**config.mk**
```make
export PLATFORM = sky130hd
export DESIGN_NAME = acs_chain_sequencer
export DESIGN_NICKNAME = d
export VERILOG_FILES = /design/src/common/acs_pkg.sv /design/src/logic/acs_chain_sequencer.sv /design/src/logic/acs_result_mem.sv
export SDC_FILE = /design/constraint.sdc
export NUM_CORES = 1
export LEC_CHECK = 0
export BUFFER_PORTS_ARGS = -buffer_cell sky130_fd_sc_hd__buf_2
export CAP_MARGIN = 10
export CORE_MARGIN = 2
export CORE_UTILIZATION = 50
export DETAILED_ROUTE_END_ITERATION = 10
export PLACE_DENSITY_LB_ADDON = 0.12
export SKIP_LAST_GASP = 1
export SYNTH_ARGS = -nofsm -noshare
export SYNTH_HDL_FRONTEND = slang
export SYNTH_HIERARCHICAL = 1
export SYNTH_SLANG_ARGS = --single-unit
```
**constraint.sdc**
```tcl
create_clock -name pclk -period 7.1 [get_ports pclk]
set_clock_uncertainty 0.2 [all_clocks]
set_input_delay 0.71 -clock pclk [delete_from_list [all_inputs] [get_ports pclk]]
set_output_delay 0.71 -clock pclk [all_outputs]
set_load 0.005 [all_outputs]
```
**src/common/acs_pkg.sv**
```systemverilog
package acs_pkg;

    // ****************************************
    // Sizes
    // ****************************************
    localparam int NCH = 8;                 // Channels in a chain mask
    localparam int CHW = 3;                 // Channel index width
    localparam int RESW = 10;               // Conversion result width
    localparam int AW = 8;                  // Decoded APB address bits

    // ****************************************
    // Register byte offsets
    // ****************************************
    localparam logic [AW-1:0] OFS_MAIN_CONFIG = 8'h00;
    localparam logic [AW-1:0] OFS_MAIN_STATUS = 8'h04;
    localparam logic [AW-1:0] OFS_INT_FLAG = 8'h08;
    localparam logic [AW-1:0] OFS_INT_MASK = 8'h0C;
    localparam logic [AW-1:0] OFS_NORM_MASK = 8'h10;
    localparam logic [AW-1:0] OFS_INJ_MASK = 8'h14;
    localparam logic [AW-1:0] OFS_DONE_PEND = 8'h18;
    localparam logic [AW-1:0] OFS_RESULT = 8'h40;   // Channel n at 0x40 + 4*n
    localparam logic [AW-1:0] RESULT_SPAN = 8'h20;

    // ****************************************
    // Main configuration bits
    // ****************************************
    localparam int CFG_SCAN = 0;            // 1 = scan, 0 = one-shot
    localparam int CFG_NORMAL_CHAIN_RUNNING = 1;          // Normal chain start
    localparam int CFG_INJECTED_CHAIN_RUNNING = 2;          // Injected chain start, self clearing
    localparam int CFG_ABORT = 3;           // Abort current channel, self clearing
    localparam int CFG_CANCEL = 4;          // Chain cancel, cleared by hardware
    localparam int CFG_LINK_EN = 5;         // Trigger unit link enable

    // ****************************************
    // Status and interrupt bits
    // ****************************************
    localparam int STS_NRUN = 0;            // Normal chain running
    localparam int STS_JRUN = 1;            // Injected chain running
    localparam int STS_TRUN = 2;            // Trigger unit conversion pending
    localparam int STS_STATE = 4;           // Sequencer state field, 2 bits
    localparam int NFLAG = 3;
    localparam int FLG_ECH = 0;             // Normal end of chain
    localparam int FLG_INJECTED_CHAIN_DONE_FLAG = 1;            // Injected chain done
    localparam int FLG_TEOC = 2;            // Trigger unit conversion done

    // ****************************************
    // Types
    // ****************************************
    typedef enum logic [1:0] {
        ST_IDLE = 2'h0,
        ST_SAMPLE = 2'h1,
        ST_CONV = 2'h3,
        ST_ABORT = 2'h2
    } acs_state_t;

    typedef enum logic [1:0] {
        K_NORM = 2'h0,
        K_INJ = 2'h1,
        K_TRIG = 2'h2
    } acs_kind_t;

endpackage : acs_pkg

```
**src/logic/acs_chain_sequencer.sv**
```systemverilog
// The APB register port and the register offsets were left to the implementer.
`timescale 1ns/1ps
module acs_chain_sequencer
    import acs_pkg::*;
(
    // APB slave
    input wire logic pclk,
    input wire logic presetn,
    input wire logic psel,
    input wire logic penable,
    input wire logic pwrite,
    input wire logic [AW-1:0] paddr,
    input wire logic [31:0] pwdata,
    output logic [31:0] prdata,
    output logic pready,
    output logic pslverr,
    // Interrupt
    output logic irq,
    // Cross trigger unit
    input wire logic trig_req,
    input wire logic [CHW-1:0] trig_chan,
    // Converter core
    output logic conv_start,
    output logic conv_abort,
    output logic [CHW-1:0] conv_chan,
    input wire logic core_sampling,
    input wire logic core_done,
    input wire logic [RESW-1:0] core_data
);

    // ****************************************
    // Helper functions
    // ****************************************

    // Lowest set channel of a mask, mask order
    function automatic logic [CHW-1:0] first_ch(input logic [NCH-1:0] m);
        logic [CHW-1:0] r;
        r = '0;
        for (int i = NCH - 1; i >= 0; i--)
        begin
            if (m[i])
            begin
                r = CHW'(i);
            end
        end
        return r;
    endfunction : first_ch

    // One-hot bit of a channel
    function automatic logic [NCH-1:0] ch_bit(input logic [CHW-1:0] c);
        logic [NCH-1:0] r;
        r = '0;
        r[c] = 1'b1;
        return r;
    endfunction : ch_bit

    // ****************************************
    // Declarations
    // ****************************************
    acs_state_t state_reg;                  // Sequencer state
    acs_kind_t kind_reg;                    // Chain owning current channel
    logic [CHW-1:0] cur_reg;                // Current channel
    logic scan_reg;                         // Scan mode
    logic normal_chain_running_reg;                       // Normal start command bit
    logic cancel_reg;                       // Chain cancel command bit
    logic link_en_reg;                      // Trigger unit link enable
    logic [NCH-1:0] nmask_reg;              // Normal channel mask
    logic [NCH-1:0] jmask_reg;              // Injected channel mask
    logic [NCH-1:0] pend_reg;               // Channel done pending bits
    logic [NCH-1:0] ntodo_reg;              // Normal channels still to convert
    logic [NCH-1:0] jtodo_reg;              // Injected channels still to convert
    logic tpend_reg;                        // Trigger unit request pending
    logic [CHW-1:0] tchan_reg;              // Trigger unit channel
    logic [NFLAG-1:0] flag_reg;             // Interrupt flags
    logic [NFLAG-1:0] imask_reg;            // Interrupt mask
    logic [31:0] prdata_reg;                // Registered read data
    logic res_sel_reg;                      // Read targets result store
    logic [RESW-1:0] mem_rdata;             // Result store read data
    logic conv_start_reg;                   // Start pulse to core
    logic conv_abort_reg;                   // Abort pulse to core

    // Bus decode
    logic wr_acc;
    logic setup;
    logic is_res;
    logic mapped;
    logic cfg_wr;
    logic normal_chain_running_wr;
    logic injected_chain_running_wr;
    logic abort_wr;

    // Sequencer events
    logic busy;
    logic done_ev;
    logic swab_ev;
    logic restart_ev;
    logic cancel_cur;
    logic preempt;
    logic [NCH-1:0] cur_bit;
    logic n_last;
    logic j_last;
    logic n_end;
    logic j_end;
    logic t_end;
    logic [NFLAG-1:0] flag_set;
    logic nrun;

    // ****************************************
    // APB decode
    // ****************************************

    // Writes complete in the access cycle
    assign wr_acc = psel && penable && pwrite;
    assign setup = psel && !penable;
    assign is_res = (paddr >= OFS_RESULT) && (paddr < OFS_RESULT + RESULT_SPAN)
                    && (paddr[1:0] == 2'h0);
    assign mapped = is_res || (paddr == OFS_MAIN_CONFIG) || (paddr == OFS_MAIN_STATUS)
                    || (paddr == OFS_INT_FLAG) || (paddr == OFS_INT_MASK)
                    || (paddr == OFS_NORM_MASK) || (paddr == OFS_INJ_MASK)
                    || (paddr == OFS_DONE_PEND);
    assign cfg_wr = wr_acc && (paddr == OFS_MAIN_CONFIG);
    assign normal_chain_running_wr = cfg_wr && pwdata[CFG_NORMAL_CHAIN_RUNNING];
    assign injected_chain_running_wr = cfg_wr && pwdata[CFG_INJECTED_CHAIN_RUNNING];
    assign abort_wr = cfg_wr && pwdata[CFG_ABORT];
    assign pready = 1'b1;
    assign pslverr = psel && penable && !mapped;

    // ****************************************
    // Sequencer event terms
    // ****************************************
    assign busy = (state_reg == ST_SAMPLE) || (state_reg == ST_CONV);
    assign cur_bit = ch_bit(cur_reg);
    assign done_ev = busy && core_done;
    // Software abort drops the channel in flight
    assign swab_ev = busy && abort_wr && !done_ev;
    // One-shot normal start during a normal chain restarts it
    assign restart_ev = busy && normal_chain_running_wr && !scan_reg && (kind_reg == K_NORM);
    // Cancel drops the injected channel in flight
    assign cancel_cur = busy && cancel_reg && (kind_reg == K_INJ);
    // Preemption cases, any phase of the channel
    always_comb
    begin
        preempt = 1'b0;
        if (busy && !done_ev)
        begin
            if (kind_reg == K_NORM)
            begin
                preempt = (|jtodo_reg) || tpend_reg;
            end
            else if (kind_reg == K_INJ)
            begin
                preempt = tpend_reg;
            end
        end
    end
    assign n_last = (ntodo_reg & ~cur_bit) == '0;
    assign j_last = (jtodo_reg & ~cur_bit) == '0;
    // Chain end: last channel completed or dropped; a trigger conversion ends only on completion
    assign n_end = (kind_reg == K_NORM) && n_last && (done_ev || swab_ev) && !restart_ev;
    assign j_end = (kind_reg == K_INJ) && j_last && (done_ev || swab_ev) && !cancel_reg;
    assign t_end = (kind_reg == K_TRIG) && done_ev;
    // One flag per chain end; cancel raises the injected flag
    assign flag_set = {t_end, j_end || cancel_reg, n_end};
    // Running flag: one-shot falls with the chain, scan holds while started
    assign nrun = (|ntodo_reg) || (scan_reg && normal_chain_running_reg);

    // ****************************************
    // Sequencer state machine
    // ****************************************

    // Channel launch, phase tracking and abort
    always_ff @(posedge pclk or negedge presetn)
    begin
        if (!presetn)
        begin
            state_reg <= ST_IDLE;
            kind_reg <= K_NORM;
            cur_reg <= '0;
            conv_start_reg <= 1'b0;
            conv_abort_reg <= 1'b0;
        end
        else
        begin
            conv_start_reg <= 1'b0;
            conv_abort_reg <= 1'b0;
            case (state_reg)
                ST_IDLE:
                begin
                    // Priority: trigger, then injected, then normal
                    if (tpend_reg)
                    begin
                        kind_reg <= K_TRIG;
                        cur_reg <= tchan_reg;
                        conv_start_reg <= 1'b1;
                        state_reg <= ST_SAMPLE;
                    end
                    else if (|jtodo_reg)
                    begin
                        kind_reg <= K_INJ;
                        cur_reg <= first_ch(jtodo_reg);
                        conv_start_reg <= 1'b1;
                        state_reg <= ST_SAMPLE;
                    end
                    else if (|ntodo_reg)
                    begin
                        // Resume in mask order from the first unfinished one
                        kind_reg <= K_NORM;
                        cur_reg <= first_ch(ntodo_reg);
                        conv_start_reg <= 1'b1;
                        state_reg <= ST_SAMPLE;
                    end
                end
                ST_SAMPLE, ST_CONV:
                begin
                    if (done_ev)
                    begin
                        state_reg <= ST_IDLE;
                    end
                    else if (preempt || swab_ev || restart_ev || cancel_cur)
                    begin
                        // Stop the core; restored channels stay in their chain
                        conv_abort_reg <= 1'b1;
                        state_reg <= ST_ABORT;
                    end
                    else if (state_reg == ST_SAMPLE && !core_sampling && !conv_start_reg)
                    begin
                        state_reg <= ST_CONV;
                    end
                end
                ST_ABORT:
                begin
                    // One settle cycle for the core after abort
                    state_reg <= ST_IDLE;
                end
                default:
                begin
                    state_reg <= ST_IDLE;
                end
            endcase
        end
    end

    assign conv_start = conv_start_reg;
    assign conv_abort = conv_abort_reg;
    assign conv_chan = cur_reg;

    // ****************************************
    // Chain bookkeeping
    // ****************************************

    // Normal chain: loaded on start, bit removed when converted or dropped by software abort
    always_ff @(posedge pclk or negedge presetn)
    begin
        if (!presetn)
        begin
            ntodo_reg <= '0;
        end
        else if (normal_chain_running_wr)
        begin
            ntodo_reg <= nmask_reg;
        end
        else if (kind_reg == K_NORM && (done_ev || swab_ev))
        begin
            if (n_last && scan_reg && normal_chain_running_reg)
            begin
                ntodo_reg <= nmask_reg;
            end
            else
            begin
                ntodo_reg <= ntodo_reg & ~cur_bit;
            end
        end
    end

    // Injected chain: cancel empties it, abort drops one channel
    always_ff @(posedge pclk or negedge presetn)
    begin
        if (!presetn)
        begin
            jtodo_reg <= '0;
        end
        else if (cancel_reg)
        begin
            jtodo_reg <= '0;
        end
        else if (injected_chain_running_wr)
        begin
            jtodo_reg <= jmask_reg;
        end
        else if (kind_reg == K_INJ && (done_ev || swab_ev))
        begin
            jtodo_reg <= jtodo_reg & ~cur_bit;
        end
    end

    // Trigger unit request; held while link enabled, new request wins
    always_ff @(posedge pclk or negedge presetn)
    begin
        if (!presetn)
        begin
            tpend_reg <= 1'b0;
            tchan_reg <= '0;
        end
        else if (!link_en_reg)
        begin
            tpend_reg <= 1'b0;
        end
        else if (trig_req)
        begin
            tpend_reg <= 1'b1;
            tchan_reg <= trig_chan;
        end
        else if (kind_reg == K_TRIG && (done_ev || swab_ev))
        begin
            tpend_reg <= 1'b0;
        end
    end

    // Pending bits: set on conversion done, set wins over write-one-clear
    always_ff @(posedge pclk or negedge presetn)
    begin
        if (!presetn)
        begin
            pend_reg <= '0;
        end
        else
        begin
            for (int i = 0; i < NCH; i++)
            begin
                if (done_ev && cur_reg == CHW'(i))
                begin
                    pend_reg[i] <= 1'b1;
                end
                else if (wr_acc && paddr == OFS_DONE_PEND && pwdata[i])
                begin
                    pend_reg[i] <= 1'b0;
                end
            end
        end
    end

    // Result store, written at each completion
    acs_result_mem u_mem (
        .pclk(pclk),
        .we(done_ev),
        .waddr(cur_reg),
        .wdata(core_data),
        .raddr(paddr[CHW+1:2]),
        .rdata(mem_rdata)
    );

    // ****************************************
    // Configuration registers
    // ****************************************

    // Main configuration; cancel cleared by hardware once handled
    always_ff @(posedge pclk or negedge presetn)
    begin
        if (!presetn)
        begin
            scan_reg <= 1'b0;
            normal_chain_running_reg <= 1'b0;
            cancel_reg <= 1'b0;
            link_en_reg <= 1'b0;
        end
        else if (cfg_wr)
        begin
            scan_reg <= pwdata[CFG_SCAN];
            normal_chain_running_reg <= pwdata[CFG_NORMAL_CHAIN_RUNNING];
            cancel_reg <= pwdata[CFG_CANCEL];
            link_en_reg <= pwdata[CFG_LINK_EN];
        end
        else
        begin
            cancel_reg <= 1'b0;
            // One-shot start bit falls when the chain finishes
            if (!scan_reg && n_end)
            begin
                normal_chain_running_reg <= 1'b0;
            end
        end
    end

    // Masks
    always_ff @(posedge pclk or negedge presetn)
    begin
        if (!presetn)
        begin
            nmask_reg <= '0;
            jmask_reg <= '0;
            imask_reg <= '0;
        end
        else if (wr_acc)
        begin
            if (paddr == OFS_NORM_MASK)
            begin
                nmask_reg <= pwdata[NCH-1:0];
            end
            if (paddr == OFS_INJ_MASK)
            begin
                jmask_reg <= pwdata[NCH-1:0];
            end
            if (paddr == OFS_INT_MASK)
            begin
                imask_reg <= pwdata[NFLAG-1:0];
            end
        end
    end

    // ****************************************
    // Interrupts
    // ****************************************

    // Sticky flags, write one to clear, set wins
    always_ff @(posedge pclk or negedge presetn)
    begin
        if (!presetn)
        begin
            flag_reg <= '0;
        end
        else
        begin
            for (int i = 0; i < NFLAG; i++)
            begin
                if (flag_set[i])
                begin
                    flag_reg[i] <= 1'b1;
                end
                else if (wr_acc && paddr == OFS_INT_FLAG && pwdata[i])
                begin
                    flag_reg[i] <= 1'b0;
                end
            end
        end
    end

    // Level interrupt while any unmasked flag is set
    assign irq = |(flag_reg & imask_reg);

    // ****************************************
    // Read path
    // ****************************************

    // Read data captured in the setup cycle
    always_ff @(posedge pclk or negedge presetn)
    begin
        if (!presetn)
        begin
            prdata_reg <= '0;
            res_sel_reg <= 1'b0;
        end
        else if (setup)
        begin
            res_sel_reg <= is_res;
            prdata_reg <= '0;
            case (paddr)
                OFS_MAIN_CONFIG:
                begin
                    prdata_reg[CFG_SCAN] <= scan_reg;
                    prdata_reg[CFG_NORMAL_CHAIN_RUNNING] <= normal_chain_running_reg;
                    prdata_reg[CFG_CANCEL] <= cancel_reg;
                    prdata_reg[CFG_LINK_EN] <= link_en_reg;
                end
                OFS_MAIN_STATUS:
                begin
                    prdata_reg[STS_NRUN] <= nrun;
                    prdata_reg[STS_JRUN] <= |jtodo_reg;
                    prdata_reg[STS_TRUN] <= tpend_reg;
                    prdata_reg[STS_STATE +: 2] <= state_reg;
                end
                OFS_INT_FLAG: prdata_reg[NFLAG-1:0] <= flag_reg;
                OFS_INT_MASK: prdata_reg[NFLAG-1:0] <= imask_reg;
                OFS_NORM_MASK: prdata_reg[NCH-1:0] <= nmask_reg;
                OFS_INJ_MASK: prdata_reg[NCH-1:0] <= jmask_reg;
                OFS_DONE_PEND: prdata_reg[NCH-1:0] <= pend_reg;
                default: prdata_reg <= '0;
            endcase
        end
    end

    // Result words come straight from the store's output register
    assign prdata = res_sel_reg ? {{(32 - RESW){1'b0}}, mem_rdata} : prdata_reg;

endmodule : acs_chain_sequencer

```
**src/logic/acs_result_mem.sv**
```systemverilog
`timescale 1ns/1ps
// Small result store, one word per channel, registered read port
module acs_result_mem
    import acs_pkg::*;
(
    // Clock
    input wire logic pclk,
    // Write port
    input wire logic we,
    input wire logic [CHW-1:0] waddr,
    input wire logic [RESW-1:0] wdata,
    // Read port
    input wire logic [CHW-1:0] raddr,
    output logic [RESW-1:0] rdata
);

    // Storage array, no reset needed
    logic [RESW-1:0] mem [NCH];

    // Write on strobe
    always_ff @(posedge pclk)
    begin
        if (we)
        begin
            mem[waddr] <= wdata;
        end
    end

    // Read data from a register
    always_ff @(posedge pclk)
    begin
        rdata <= mem[raddr];
    end

endmodule : acs_result_mem

```
# Word-level counts from Yosys, hierarchy flattened
# Memories as Yosys holds them, arrays and structs flattened. A register that Yosys moved wholly into a read port is not among the register bits.
# Cells that the tools add are included.
dict set report totals {
  wordCells 254
  regBits 72
  ram_bits 80
  mem_count 1
  out_inout_bits 40
}
dict set report classes {
  n_lt_le_gt_ge 4
  n_reduce_logical 112
  n_eq_ne 21
  muxes 83
  bitwise_logic 4
}
# name depth word_bits read_ports rd_ports_with_merged_regs wr line_no
set mem_list {}
lappend mem_list {u_mem.mem 8 10 1 1 1 acs_result_mem.sv:18} ;# logic [RESW-1:0] mem [NCH];
# cell count
set op_table {}
lappend op_table {{$logic_and 1x1->1} 57}
lappend op_table {{$mux 3} 19}
lappend op_table {{$mux 8} 6}
lappend op_table {{$mux 1} 41}
lappend op_table {{$reduce_bool 2->1} 13}
lappend op_table {{$eq 8x5->1 const B} 3}
lappend op_table {{$logic_not 8->1} 3}
lappend op_table {{$mux 2} 9}
lappend op_table {{$and 8x8->8} 2}
lappend op_table {{$eq 8x4->1 const B} 2}
lappend op_table {{$reduce_or 8->1} 2}
lappend op_table {{$logic_or 1x1->1} 15}
lappend op_table {{$pmux 2 s7} 1}
lappend op_table {{$eq 3x3->1 const B} 4}
lappend op_table {{$pmux 2 s3} 2}
lappend op_table {{$reduce_and 2->1} 6}
lappend op_table {{$mux 10} 1}
lappend op_table {{$pmux 2 s5} 1}
lappend op_table {{$eq 8x3->1 const B} 1}
lappend op_table {{$ge 8x7->1 const B} 1}
lappend op_table {{$logic_not 1->1} 8}
lappend op_table {{$lt 8x7->1 const B} 1}
lappend op_table {{$ne 4x4->1 const B} 2}
lappend op_table {{$not 8->8} 1}
lappend op_table {{other kinds (16)} 23}

# Logic depth before layout (Yosys ltp)
# Gate-level depths: netlist (run 1).
dict set report logic_depth {
  depth_word 13
  depth_mapped 8
  mapped_depth_nobuf 5
}

# Cells and area by module
# The synthesis (run 1) kept the hierarchy.
# module area_each_um2 cells_each seq_area_each_um2 n_inst
set modules_own_cells {}
lappend modules_own_cells {acs_chain_sequencer 4265.3 455 1801.7 1}
lappend modules_own_cells {acs_result_mem 3333.2 138 2602.5 1}

# Worst setup path before layout (run 1)
# No wires, ideal clock.
dict set report synth_path {
  kind {input-to-reg}
  from {input paddr[4]}
  to {register ntodo_reg[6]}
  slack_ns 4.497
  t_arrival_ns 2.275
  setup_ns 0.129
  cell_stages 7
  t_required_ns 6.771
  cell_sequence {or4_1 buf_2 nor4_4 buf_6 nor2_2 a221oi_2 o21ai_1}
}
dict set report synth_between {
  elab_chain_cells 8
}
# item line_no
set synth_lines {}
lappend synth_lines {{start, declared} acs_chain_sequencer.sv:12} ;# input wire logic [AW-1:0] paddr,
lappend synth_lines {{$logic_not 8->1 *} acs_chain_sequencer.sv:121} ;# assign cfg_wr = wr_acc && (paddr == OFS_MAIN_CONFIG);
lappend synth_lines {{$logic_and 1x1->1 *} acs_chain_sequencer.sv:121}
lappend synth_lines {{$logic_and 1x1->1} acs_chain_sequencer.sv:124} ;# assign abort_wr = cfg_wr && pwdata[CFG_ABORT];
lappend synth_lines {{$logic_and 1x1->1 (2 in a row)} acs_chain_sequencer.sv:135} ;# assign swab_ev = busy && abort_wr && !done_ev;
lappend synth_lines {{$logic_or 1x1->1} acs_chain_sequencer.sv:262} ;# else if (kind_reg == K_NORM && (done_ev || swab_ev))
lappend synth_lines {{$logic_and 1x1->1} acs_chain_sequencer.sv:262}
lappend synth_lines {{$reduce_bool 2->1 (no source line)} --}
lappend synth_lines {{end signal, assigned} acs_chain_sequencer.sv:260} ;# ntodo_reg <= nmask_reg;
lappend synth_lines {{end signal, assigned} acs_chain_sequencer.sv:266} ;# ntodo_reg <= nmask_reg;
lappend synth_lines {{end signal, assigned} acs_chain_sequencer.sv:270} ;# ntodo_reg <= ntodo_reg & ~cur_bit;
lappend synth_lines {{end, declared} acs_chain_sequencer.sv:70} ;# logic [NCH-1:0] ntodo_reg;
# Mark *: on every way between the ends. The rest lies on a longest branch, timed or not.
# A chain may end at the register's enable or synchronous reset.

# Worst setup path after layout (run 1)
dict set report layout_path {
  from {input paddr[4]}
  to {register ntodo_reg[3]}
}
# The elaborated chain is that of the path after synthesis.

==> summary.md, run 1 <==
| Metric | Value |
|---|---|
| Layout overhead on the synthesized area | `12.5%` |
| # resized after CTS | `0` |
| Final ANT Viol Nets | `0` |
| Grt met1 use | `32.4%` |
| GR peak layer | `met2` |
| Final GP Congestion | `0.877` |
| Die W | `about 130 um` |
| Setup violation total in the final timing report | `0` |
| Synth Instances | `~590` |
| Synth Flop Type | `edfxtp_1` |
| Critical path launch point type | `input port` |
| Antenna diodes | `0` |
| Post-layout min period | `3200 ps` |
| Netlist cell types | `between 60 and 70` |
| Fmax | `~310 MHz` |
| DP Wirelength | `~12,000 um` |
| CTS root buf | `clkbuf_16` |
| Core box area | `between 0.015 and 0.02 sq mm` |
| Status | `complete, no violations` |
| Worst-Margin Slew | `approximately 1100 ps` |
| GRT Total Usage | `~23%` |
| Drt total wl | `17,300 um` |
| Postcts setup bufs | `0` |
| Clock Latency Late Sink | `between 400 and 500 ps` |
| DRC violations left | `0` |
| Biggest regs | `u_mem/mem: 80 flops, u_mem/rdata: 10 flops` |
| Post-synth EDFFs | `80` |
| Fraction of the yosys area taken by sequential cells | `58.0%` |
| Data arrival, critical path | `roughly 3300 ps` |
| Grt ovf | `0` |
| Clock transition at path regs | `about 70 ps` |
| Tcrit/Tclk final | `roughly 45%` |
| CP Class | `input port to register` |
| Required @ worst endpoint | `between 7000 and 8000 ps` |
| Max VDD drop | `0.000195 V` |
| Hold Violations, Final | `0` |
| Async set or reset register ratio after synthesis | `44.4%` |
| Mapped Area | `approximately 0.0076 sq mm` |
| Clock Tree Buf Depth | `2` |
| Met2 usage | `between 30% and 40%` |
| Row count | `45` |
| Final nets | `between 700 and 800` |
| Leak | `around 3.5 nW` |
| Synthesized area per cell | `about 13 sq um` |
| P per Cell Area | `~270 mW/mm^2` |
| Layout fillers | `about 1,200` |
| Slew HR | `27.0%` |
| Global-route wire length before repair | `approximately 27,000 um` |
| Synthesized flop and latch total | `roughly 160` |
| Power after layout | `approximately 2.3 mW` |
| Vias per cell | `5.95` |
| CTS Buf Count | `17` |
| Die Y | `127 um` |
| Crit path max fanout | `31` |
| Initial antenna violation count | `1` |
| H-tree depth | `4` |
| Yosys Warn Count | `6` |
| Setup TNS | `0 ps` |
| Drt pass-1 iters | `5` |
| Clk sinks | `around 160` |
| Vias after detailed routing | `5,062` |
| Die ar. | `between 0.015 and 0.02 sq mm` |
| Starting Density | `about half` |
| Port Buf Inserts | `53` |
| Most flops, register | `u_mem/mem` |
| Hold WC Path Type | `input port to asynchronous set/reset pin` |
| Iter 0 DRT Violations | `513` |
| Max-cap viol count | `0` |
| Met3 usage | `under 10%` |
| RSZ-0062 raised after global routing | `false` |
| Largest net degree at the start of global routing | `73` |
| CTS tree | `done` |
| Final slew viol count | `0` |
| Max reg flops | `80` |
| Setup crit end kind | `register` |
| Hold_buf cts | `0` |
| Number of global-route vias before repair | `around 4,900` |
| Share of post-route cells with drive strength above 1 | `between 20% and 30%` |
| DR WL/cell | `20.4 um` |
| I/O Pins | `101` |
==> metrics by stage <==
step                worst slack (ps)  std cells  utilization, %  instance area, sq um  hold slack, ps
finish                          3900        851            56.9                  8550             276
floorplan                       4500        614               -                  7680             214
detailed placement              3450        819            52.9                  7950             269
CTS                             3910        851            56.9                  8550             284
global route                    3760        851            56.9                  8550             293
global placement                3550        819            52.9                  7950             264
==> placed cells by master, fill, tap and decap left out, drive strengths merged, types with 4 or more instances in the layout <==
cell type / count
nand3: 7
mux4: 23
a22oi: 4
conb: 23
dfxtp: 10
nor3b: 5
o211ai: 6
nor2b: 6
a22o: 5
inv: 26
clkinv: 4
buf: 62
edfxtp: 80
nand2: 66
a21oi: 14
o21ai: 28
clkbuf: 18
nor2: 41
mux2i: 8
o31ai: 8
mux2: 40
o2bb2ai: 4
dfrtp: 72
nor3: 19
nand2b: 12
a221oi: 10
nor4: 10
==> critical path: stages <==
cell,delay (ps)
buf_2,360
or4_1,820
nor4_4,930
nor2_1,140
a221oi_1,230
o21ai_1,100
==> cell usage after synthesis (8+ instances only) <==
cell / number / area, sq um
o21ai_1: 8 / 40.0
nor3_1: 16 / 80.1
nor2_1: 40 / 150
nor4_1: 9 / 56.3
buf_4: 23 / 173
inv_1: 20 / 75.1
dfrtp_1: 72 / 1800
dfxtp_1: 10 / 200
a221oi_1: 9 / 78.8
o21ai_0: 20 / 100
edfxtp_1: 80 / 2400
clkbuf_1: 12 / 45.0
mux2i_1: 8 / 80.1
a21oi_1: 14 / 70.1
mux2_2: 40 / 450
nand2_1: 66 / 248
mux4_1: 20 / 526
nand2b_1: 12 / 75.1
==> power by group <==
part | internal, mW | switching [mW] | leakage (nW) | total [mW]
Combinational | 0.113 | 0.173 | 1.43 | 0.286
Sequential | 1.06 | 0.0690 | 1.75 | 1.13
Clock | 0.530 | 0.394 | 0.288 | 0.924
Total | 1.70 | 0.637 | 3.47 | 2.34
==> kinds of logic (layout without fill, tap and decap cells) <==
group                  after synthesis  count (layout)  share of synthesized area, %
multiplexers                        71              71                          14.8
other                                2              23                        0.0988
flip-flops                         162             162                          58.0
AND/OR/NAND/NOR                    187             187                          12.5
AO/OA/AOI/OAI                      106             106                          9.78
buffers and inverters               65             114                          4.89
==> area by class of cell <==
cell class	instances	area [sq um]	share of cell area (%)
Clock buffer	18	429	5.02
Clock inverter	14	171	2.00
Inverter	20	75.1	0.878
Multi-Input combinational cell	387	2900	33.9
Sequential cell	162	4400	51.5
Tap cell	188	235	2.75
Timing Repair Buffer	62	333	3.89
==> layer usage <==
metal	vias to the layer above	part of all wire, %
met1	2518	46
met2	182	46
met3	34	6.7
met5	-	0.075
met4	2	2.1
li1	2326	-
==> final timing paths <==
check	start	to	slack, ps	cells past startpoint
worst min-delay path	presetn	prdata_reg[2]	280	2
max in group asynchronous	presetn	nmask_reg[7]	5780	2
worst max-delay path	paddr[4]	ntodo_reg[3]	3900	6
worst max register to register	state_reg[0]	u_mem/mem[5][1]	4300	4
min in group pclk	pend_reg[1]	pend_reg[1]	280	1
worst min register to register	pend_reg[1]	pend_reg[1]	280	1
Note: power is estimated with default switching activity, not from simulation.
==> inputs of run 2 (changes only) <==
- clock period: 7.1 -> 2.65 ns (I/O delays scaled with it)
==> run 2 against run 1 <==
Against the previous run: sequential share of layout area is 2.3 points lower; via count increased by 4.4%; wire length increased by 5.6%; clock-buffer cell count unchanged; flip-flop and latch count is the same.
==> summary.md, run 2 (same netlist as run 1, synthesis figures left out) <==
| Metric | Value |
|---|---|
| Hold WC Path Type | `input port to asynchronous set/reset pin (unchanged)` |
| Fin cells | `896 (was 851)` |
| Final Cell Area | `0.00895 sq mm (was 0.00855 sq mm)` |
| CP startpoint | `paddr[6] (was paddr[4])` |
| Commonest non-fill, non-tap cell in the layout | `edfxtp_1 (unchanged)` |
| H-tree depth | `4 (unchanged)` |
| Clk pwr share | `38.4% (was 39.5%)` |
| Reg2Reg Depth | `5 (was 4)` |
| Most flops, register | `u_mem/mem (unchanged)` |
| Area of the multi-input gates | `0.00291 sq mm (was 0.00290 sq mm)` |
| Setup TNS | `0 ps (unchanged)` |
| Final slew viol count | `0 (unchanged)` |
| Antenna diodes | `0 (unchanged)` |
| CTS root buf | `clkbuf_16 (unchanged)` |
| Leak | `3.67 nW (was 3.47 nW)` |
| P_sw | `1.69 mW (was 0.637 mW)` |
| Biggest regs | `u_mem/mem: 80 flops, u_mem/rdata: 10 flops (unchanged)` |
| Global-route wire length before repair | `28,800 um (was 27,200 um)` |
| RSZ-0062 raised after global routing | `false (unchanged)` |
| Status | `complete, no violations (unchanged)` |
| Seq. cell area | `0.00440 sq mm (unchanged)` |
| I/O Pins | `101 (unchanged)` |
| Required @ worst endpoint | `2790 ps (was 7210 ps)` |
| Iter 0 DRT Violations | `428 (was 513)` |
| Switch share | `26.8% (was 27.2%)` |
| Worst path max stage delay | `610 ps (was 930 ps)` |
| Setup violation total in the final timing report | `0 (unchanged)` |
| Cell chain of the critical path | `dlygate4sd3_1 > buf_2 > or4_1 > nor3_2 > a31o_2 > nand4_2 > o21ai_1 (was buf_2 > or4_1 > nor4_4 > nor2_1 > a221oi_1 > o21ai_1)` |
| Clock Tree Buf Depth | `2 (unchanged)` |
| Hold Violations, Final | `0 (unchanged)` |
| Post-layout min period | `between 2000 and 3000 ps` |
| Worst-Margin Slew | `958 ps (was 1090 ps)` |
| Clock Latency Late Sink | `420 ps (was 440 ps)` |
| DP Area | `0.00812 sq mm (was 0.00795 sq mm)` |
| Die Y | `127 um (unchanged)` |
| Die W | `127 um (unchanged)` |
| Die ar. | `0.0162 sq mm (unchanged)` |
| CP max-delay cell | `or4_1 (was nor4_4)` |
| Core box area | `0.0150 sq mm (unchanged)` |
| Drt pass-1 iters | `5 (unchanged)` |
| DR WL/cell | `20.4 um (about the same)` |
| Grt ovf | `0 (unchanged)` |
| Max VDD drop | `0.000440 V (was 0.000195 V)` |
| Vias per cell | `5.90 (was 5.95)` |
| Final nets | `756 (was 711)` |
| CTS Buf Count | `17 (unchanged)` |
| Setup crit end kind | `register (unchanged)` |
| Starting Density | `50.5% (unchanged)` |
| Final ANT Viol Nets | `0 (unchanged)` |
| WHS | `26.5 ps (was 276 ps)` |
| Comb pwr share | `14.7% (was 12.2%)` |
| Critical path launch point type | `input port (unchanged)` |
| Row count | `45 (unchanged)` |
| Drt total wl | `18,300 um (was 17,300 um)` |
| # placed instances | `840 (was 819)` |
| Largest net degree at the start of global routing | `48 (was 73)` |
| Tcrit/Tclk final | `between 90% and 100%` |
| DRC violations left | `0 (unchanged)` |
| R2r startpoint | `jtodo_reg[7] (was state_reg[0])` |
| P per Cell Area | `705 mW/mm^2 (was 273 mW/mm^2)` |
| Core Util, Final | `59.5% (was 56.9%)` |
| Crit path max fanout | `8 (was 31)` |
| GRT Total Usage | `23.8% (was 22.6%)` |
| Fmax | `slightly below 400 MHz` |
| Clk sinks | `162 (unchanged)` |
| Number of global-route vias before repair | `5,133 (was 4,941)` |
| Share of post-route cells with drive strength above 1 | `25.0% (was 23.4%)` |
| Max-cap viol count | `0 (unchanged)` |
| Data arrival, critical path | `2710 ps (was 3310 ps)` |
| Port Buf Inserts | `53 (unchanged)` |
| CP Class | `input port to register (unchanged)` |
| Layout overhead on the synthesized area | `17.8% (was 12.5%)` |
| Vias after detailed routing | `5,284 (was 5,062)` |
| Postcts setup bufs | `0 (unchanged)` |
| Initial antenna violation count | `0 (was 1)` |
| Final GP Congestion | `0.883 (was 0.877)` |
| Commonest cells after routing, fill and taps aside | `80 x edfxtp_1, 72 x dfrtp_1, 66 x nand2_1 (unchanged)` |
| Layout fillers | `1,233 (was 1,241)` |
| Max reg flops | `80 (unchanged)` |
| Pint | `4.62 mW (was 1.70 mW)` |
| CTS tree | `done (unchanged)` |
| DP Wirelength | `12,500 um (was 11,700 um)` |
| Clock transition at path regs | `60 ps (was 70 ps)` |
| Register share of total power | `47.0% (was 48.3%)` |
| Slew HR | `36.1% (was 27.0%)` |
run 2: cell types whose count changed in the layout (fill, tap and decap cells not counted), sizes merged:
cell / change
dlygate4sd3: +24
buf: +21
clkinv: +1
clkinvlp: -1
run 2: per-stage QoR:
stage	setup slack [ps]	total power [mW]
final	80.4	6.31
after global routing	2.65	6.57
after CTS	71.4	6.35
after detailed placement	91.4	3.90
after global placement	134	3.87
after floorplan	384	3.54
run 2: repair_timing:
item                       4_1_cts  5_1_grt
setup endpoints to repair        0        2
gates resized for setup          0        2
hold buffers                    24        0
hold endpoints to repair       180        0
run 2: path summary, 6_finish.rpt:
kind,slack (ps),endpoint
max,80,ntodo_reg[6]
min,30,res_sel_reg
max reg2reg,290,conv_chan[1]
min reg2reg,290,prdata_reg[4]
max in group asynchronous,1690,ntodo_reg[7]
min in group pclk,30,state_reg[1]
run 2: worst max-delay path: cells and delay by family:
family / cells / cell delay, ps
buffers and inverters: 2 / 680
AOI/OAI and AO/OA: 2 / 490
and+or+nand+nor: 3 / 1270
run 2: layout make-up:
type / count / area share (%)
clock buffer: 18 / 4.80
clock inverter: 14 / 1.69
sequential: 162 / 49.2
timing repair buffer: 107 / 8.30
inverter: 20 / 0.839
tap: 188 / 2.63
multi-input combinational: 387 / 32.5
run 2: power groups by stage:
stage / combinational [mW] / clock [mW] / sequential (mW)
3_5_place_dp: 0.893 / 0 / 3.01
5_1_grt: 1.02 / 2.57 / 2.99
6_report: 0.925 / 2.42 / 2.96
4_1_cts: 0.924 / 2.46 / 2.96
3_3_place_gp: 0.868 / 0 / 3.00
2_1_floorplan: 0.564 / 0 / 2.97
run 2: layer usage:
metal | vias to the layer above | global-route usage [%] | wire [um]
met2 | 182 | 36.0 | 8250
met1 | 2645 | 34.6 | 8490
met4 | 0 | 6.72 | 316
met5 | - | 0 | 0
met3 | 26 | 6.16 | 1230
li1 | 2431 | - | -
==> inputs of run 3 (changes only) <==
- PLACE_DENSITY: default -> 0.71
- PLACE_DENSITY_LB_ADDON: 0.12 -> default
==> run 3 against run 2 <==
Against the previous run: non-clock buffer count down 5; critical path type unchanged; utilization down 0.16 points; die area unchanged; fmax up 0.63%; via count up 0.47%; flip-flop and latch count unchanged; cell area down 0.27%; cell count down 0.56%; sequential share of layout area up 0.13 points; hold slack worse by 10 ps.
==> summary.md, run 3 (same netlist as run 1, synthesis figures left out) <==
| Metric | Value |
|---|---|
| Final nets | `751 (was 756)` |
| CP startpoint | `paddr[6] (unchanged)` |
| Final Cell Area | `0.00893 sq mm (was 0.00895 sq mm)` |
| Worst path max stage delay | `610 ps (about the same)` |
| Clock Latency Late Sink | `450 ps (was 420 ps)` |
| CTS tree | `done (unchanged)` |
| Tcrit/Tclk final | `96.4% (was 97.0%)` |
| DRC violations left | `0 (unchanged)` |
| GRT Total Usage | `22.5% (was 23.8%)` |
| Largest net degree at the start of global routing | `65 (was 48)` |
| Setup crit end kind | `register (unchanged)` |
| Vias after detailed routing | `5,309 (was 5,284)` |
| Reg2Reg Depth | `6 (was 5)` |
| Commonest cells after routing, fill and taps aside | `80 x edfxtp_1, 72 x dfrtp_1, 66 x nand2_1 (unchanged)` |
| Max VDD drop | `0.000543 V (was 0.000440 V)` |
| Starting Density | `50.5% (unchanged)` |
| Grt ovf | `0 (unchanged)` |
| WHS | `16.4 ps (was 26.5 ps)` |
| Leak | `3.66 nW (was 3.67 nW)` |
| WP depth | `7 (unchanged)` |
| Critical path launch point type | `input port (unchanged)` |
| CP delay by family, top | `simple AND/OR/NAND/NOR gates (unchanged)` |
| Seq. cell area | `0.00440 sq mm (unchanged)` |
| Die Y | `127 um (unchanged)` |
| Global-route wire length before repair | `27,600 um (was 28,800 um)` |
| Setup TNS | `0 ps (unchanged)` |
| Required @ worst endpoint | `2760 ps (was 2790 ps)` |
| Crit path max fanout | `9 (was 8)` |
| DP Wirelength | `11,900 um (was 12,500 um)` |
| P per Cell Area | `703 mW/mm^2 (was 705 mW/mm^2)` |
| Most flops, register | `u_mem/mem (unchanged)` |
| Setup violation total in the final timing report | `0 (unchanged)` |
| Share of post-route cells with drive strength above 1 | `24.6% (was 25.0%)` |
| I/O Pins | `101 (unchanged)` |
| DR WL/cell | `19.4 um (was 20.4 um)` |
| Drt total wl | `17,300 um (was 18,300 um)` |
| Fmax | `392 MHz (was 389 MHz)` |
| CP max-delay cell | `or4_1 (unchanged)` |
| CTS Buf Count | `17 (unchanged)` |
| Buffers & Inverters on Critical Path | `2 (unchanged)` |
| Port Buf Inserts | `53 (unchanged)` |
| Clock Tree Buf Depth | `2 (unchanged)` |
| Final GP Congestion | `0.897 (was 0.883)` |
| RSZ-0062 raised after global routing | `false (unchanged)` |
| Iter 0 DRT Violations | `527 (was 428)` |
| Initial antenna violation count | `0 (unchanged)` |
| Cell chain of the critical path | `dlygate4sd3_1 > buf_2 > or4_1 > nor3_2 > a21oi_2 > o311ai_0 > nand2_1 (was dlygate4sd3_1 > buf_2 > or4_1 > nor3_2 > a31o_2 > nand4_2 > o21ai_1)` |
| Max-cap viol count | `0 (unchanged)` |
| Layout overhead on the synthesized area | `17.5% (was 17.8%)` |
| Status | `complete, no violations (unchanged)` |
| Die ar. | `0.0162 sq mm (unchanged)` |
| Layout fillers | `1,163 (was 1,233)` |
| Vias per cell | `5.96 (was 5.90)` |
| Number of global-route vias before repair | `5,232 (was 5,133)` |
| Post-layout min period | `2550 ps (was 2570 ps)` |
| Core box area | `0.0150 sq mm (unchanged)` |
| Biggest regs | `u_mem/mem: 80 flops, u_mem/rdata: 10 flops (unchanged)` |
| Drt pass-1 iters | `6 (was 5)` |
| Hold Violations, Final | `0 (unchanged)` |
| CTS root buf | `clkbuf_16 (unchanged)` |
| Worst-Margin Slew | `838 ps (was 958 ps)` |
| DP Area | `0.00808 sq mm (was 0.00812 sq mm)` |
| Max reg flops | `80 (unchanged)` |
| Final ANT Viol Nets | `0 (unchanged)` |
| Antenna diodes | `0 (unchanged)` |
| Data arrival, critical path | `2660 ps (was 2710 ps)` |
| H-tree depth | `4 (unchanged)` |
| Clock transition at path regs | `70 ps (was 60 ps)` |
| Hold WC Path Type | `input port to asynchronous set/reset pin (unchanged)` |
| CP Class | `input port to register (unchanged)` |
| Final slew viol count | `0 (unchanged)` |
| R2r startpoint | `conv_chan[1] (was jtodo_reg[7])` |
| Area of the multi-input gates | `0.00291 sq mm (about the same)` |
| Clk sinks | `162 (unchanged)` |
| Die W | `127 um (unchanged)` |
| Slew HR | `44.2% (was 36.1%)` |
| Commonest non-fill, non-tap cell in the layout | `edfxtp_1 (unchanged)` |
| Row count | `45 (unchanged)` |
run 3: cell count changes in the layout (fill, tap and decap cells not counted), sizes merged:
cell,change
bufinv,-2
buf,-5
clkbuf,-1
clkinv,+1
inv,+2
run 3: area by class of cell:
type / instances / area share [%]
Timing Repair Buffer: 102 / 7.91
Tap cell: 188 / 2.64
Clock inverter: 15 / 1.96
Inverter: 20 / 0.841
Multi-Input combinational cell: 387 / 32.5
Clock buffer: 17 / 4.77
Sequential cell: 162 / 49.3
run 3: per-layer routing:
metal / share of wire, % / vias up / global-route usage [%] / routed length (um)
li1: - / 2405 / - / -
met1: 42 / 2640 / 30.3 / 7260
met2: 48 / 226 / 36.1 / 8350
met3: 7.6 / 38 / 5.57 / 1310
met4: 2.3 / 0 / 7.89 / 404
met5: 0 / - / 0 / 0
run 3: worst paths after layout:
path                       slack (ps)            end
hold reg to reg                   290  prdata_reg[2]
min in group pclk                  20     conv_abort
setup / recovery                  100   jtodo_reg[1]
max in group asynchronous        1610  prdata_reg[2]
hold / removal                     20     conv_start
setup reg to reg                  390   ntodo_reg[5]
run 3: per-stage QoR:
| stage | power, mW | util (%) | cells | setup WS, ps |
|---|---|---|---|---|
| global route | 6.53 | 59.4 | 891 | 9.85 |
| CTS | 6.31 | 59.4 | 891 | 73.9 |
| finish | 6.28 | 59.4 | 891 | 96.6 |
| detailed placement | 3.87 | 53.8 | 835 | 59.1 |
| global placement | 3.83 | 53.8 | 835 | 150 |
| floorplan | 3.54 | - | 614 | 384 |
run 3: where the power goes:
part | leakage [nW] | switching, mW | internal (mW)
registers | 1.75 | 0.128 | 2.84
clock network | 0.291 | 1.15 | 1.27
logic | 1.61 | 0.516 | 0.367
run 3: repair_timing:
action	4_1_cts	5_1_grt
resized for setup	0	1
setup endpoints to repair	0	3
hold endpoints to repair	182	0
hold buffers	24	0
setup buffers	0	0
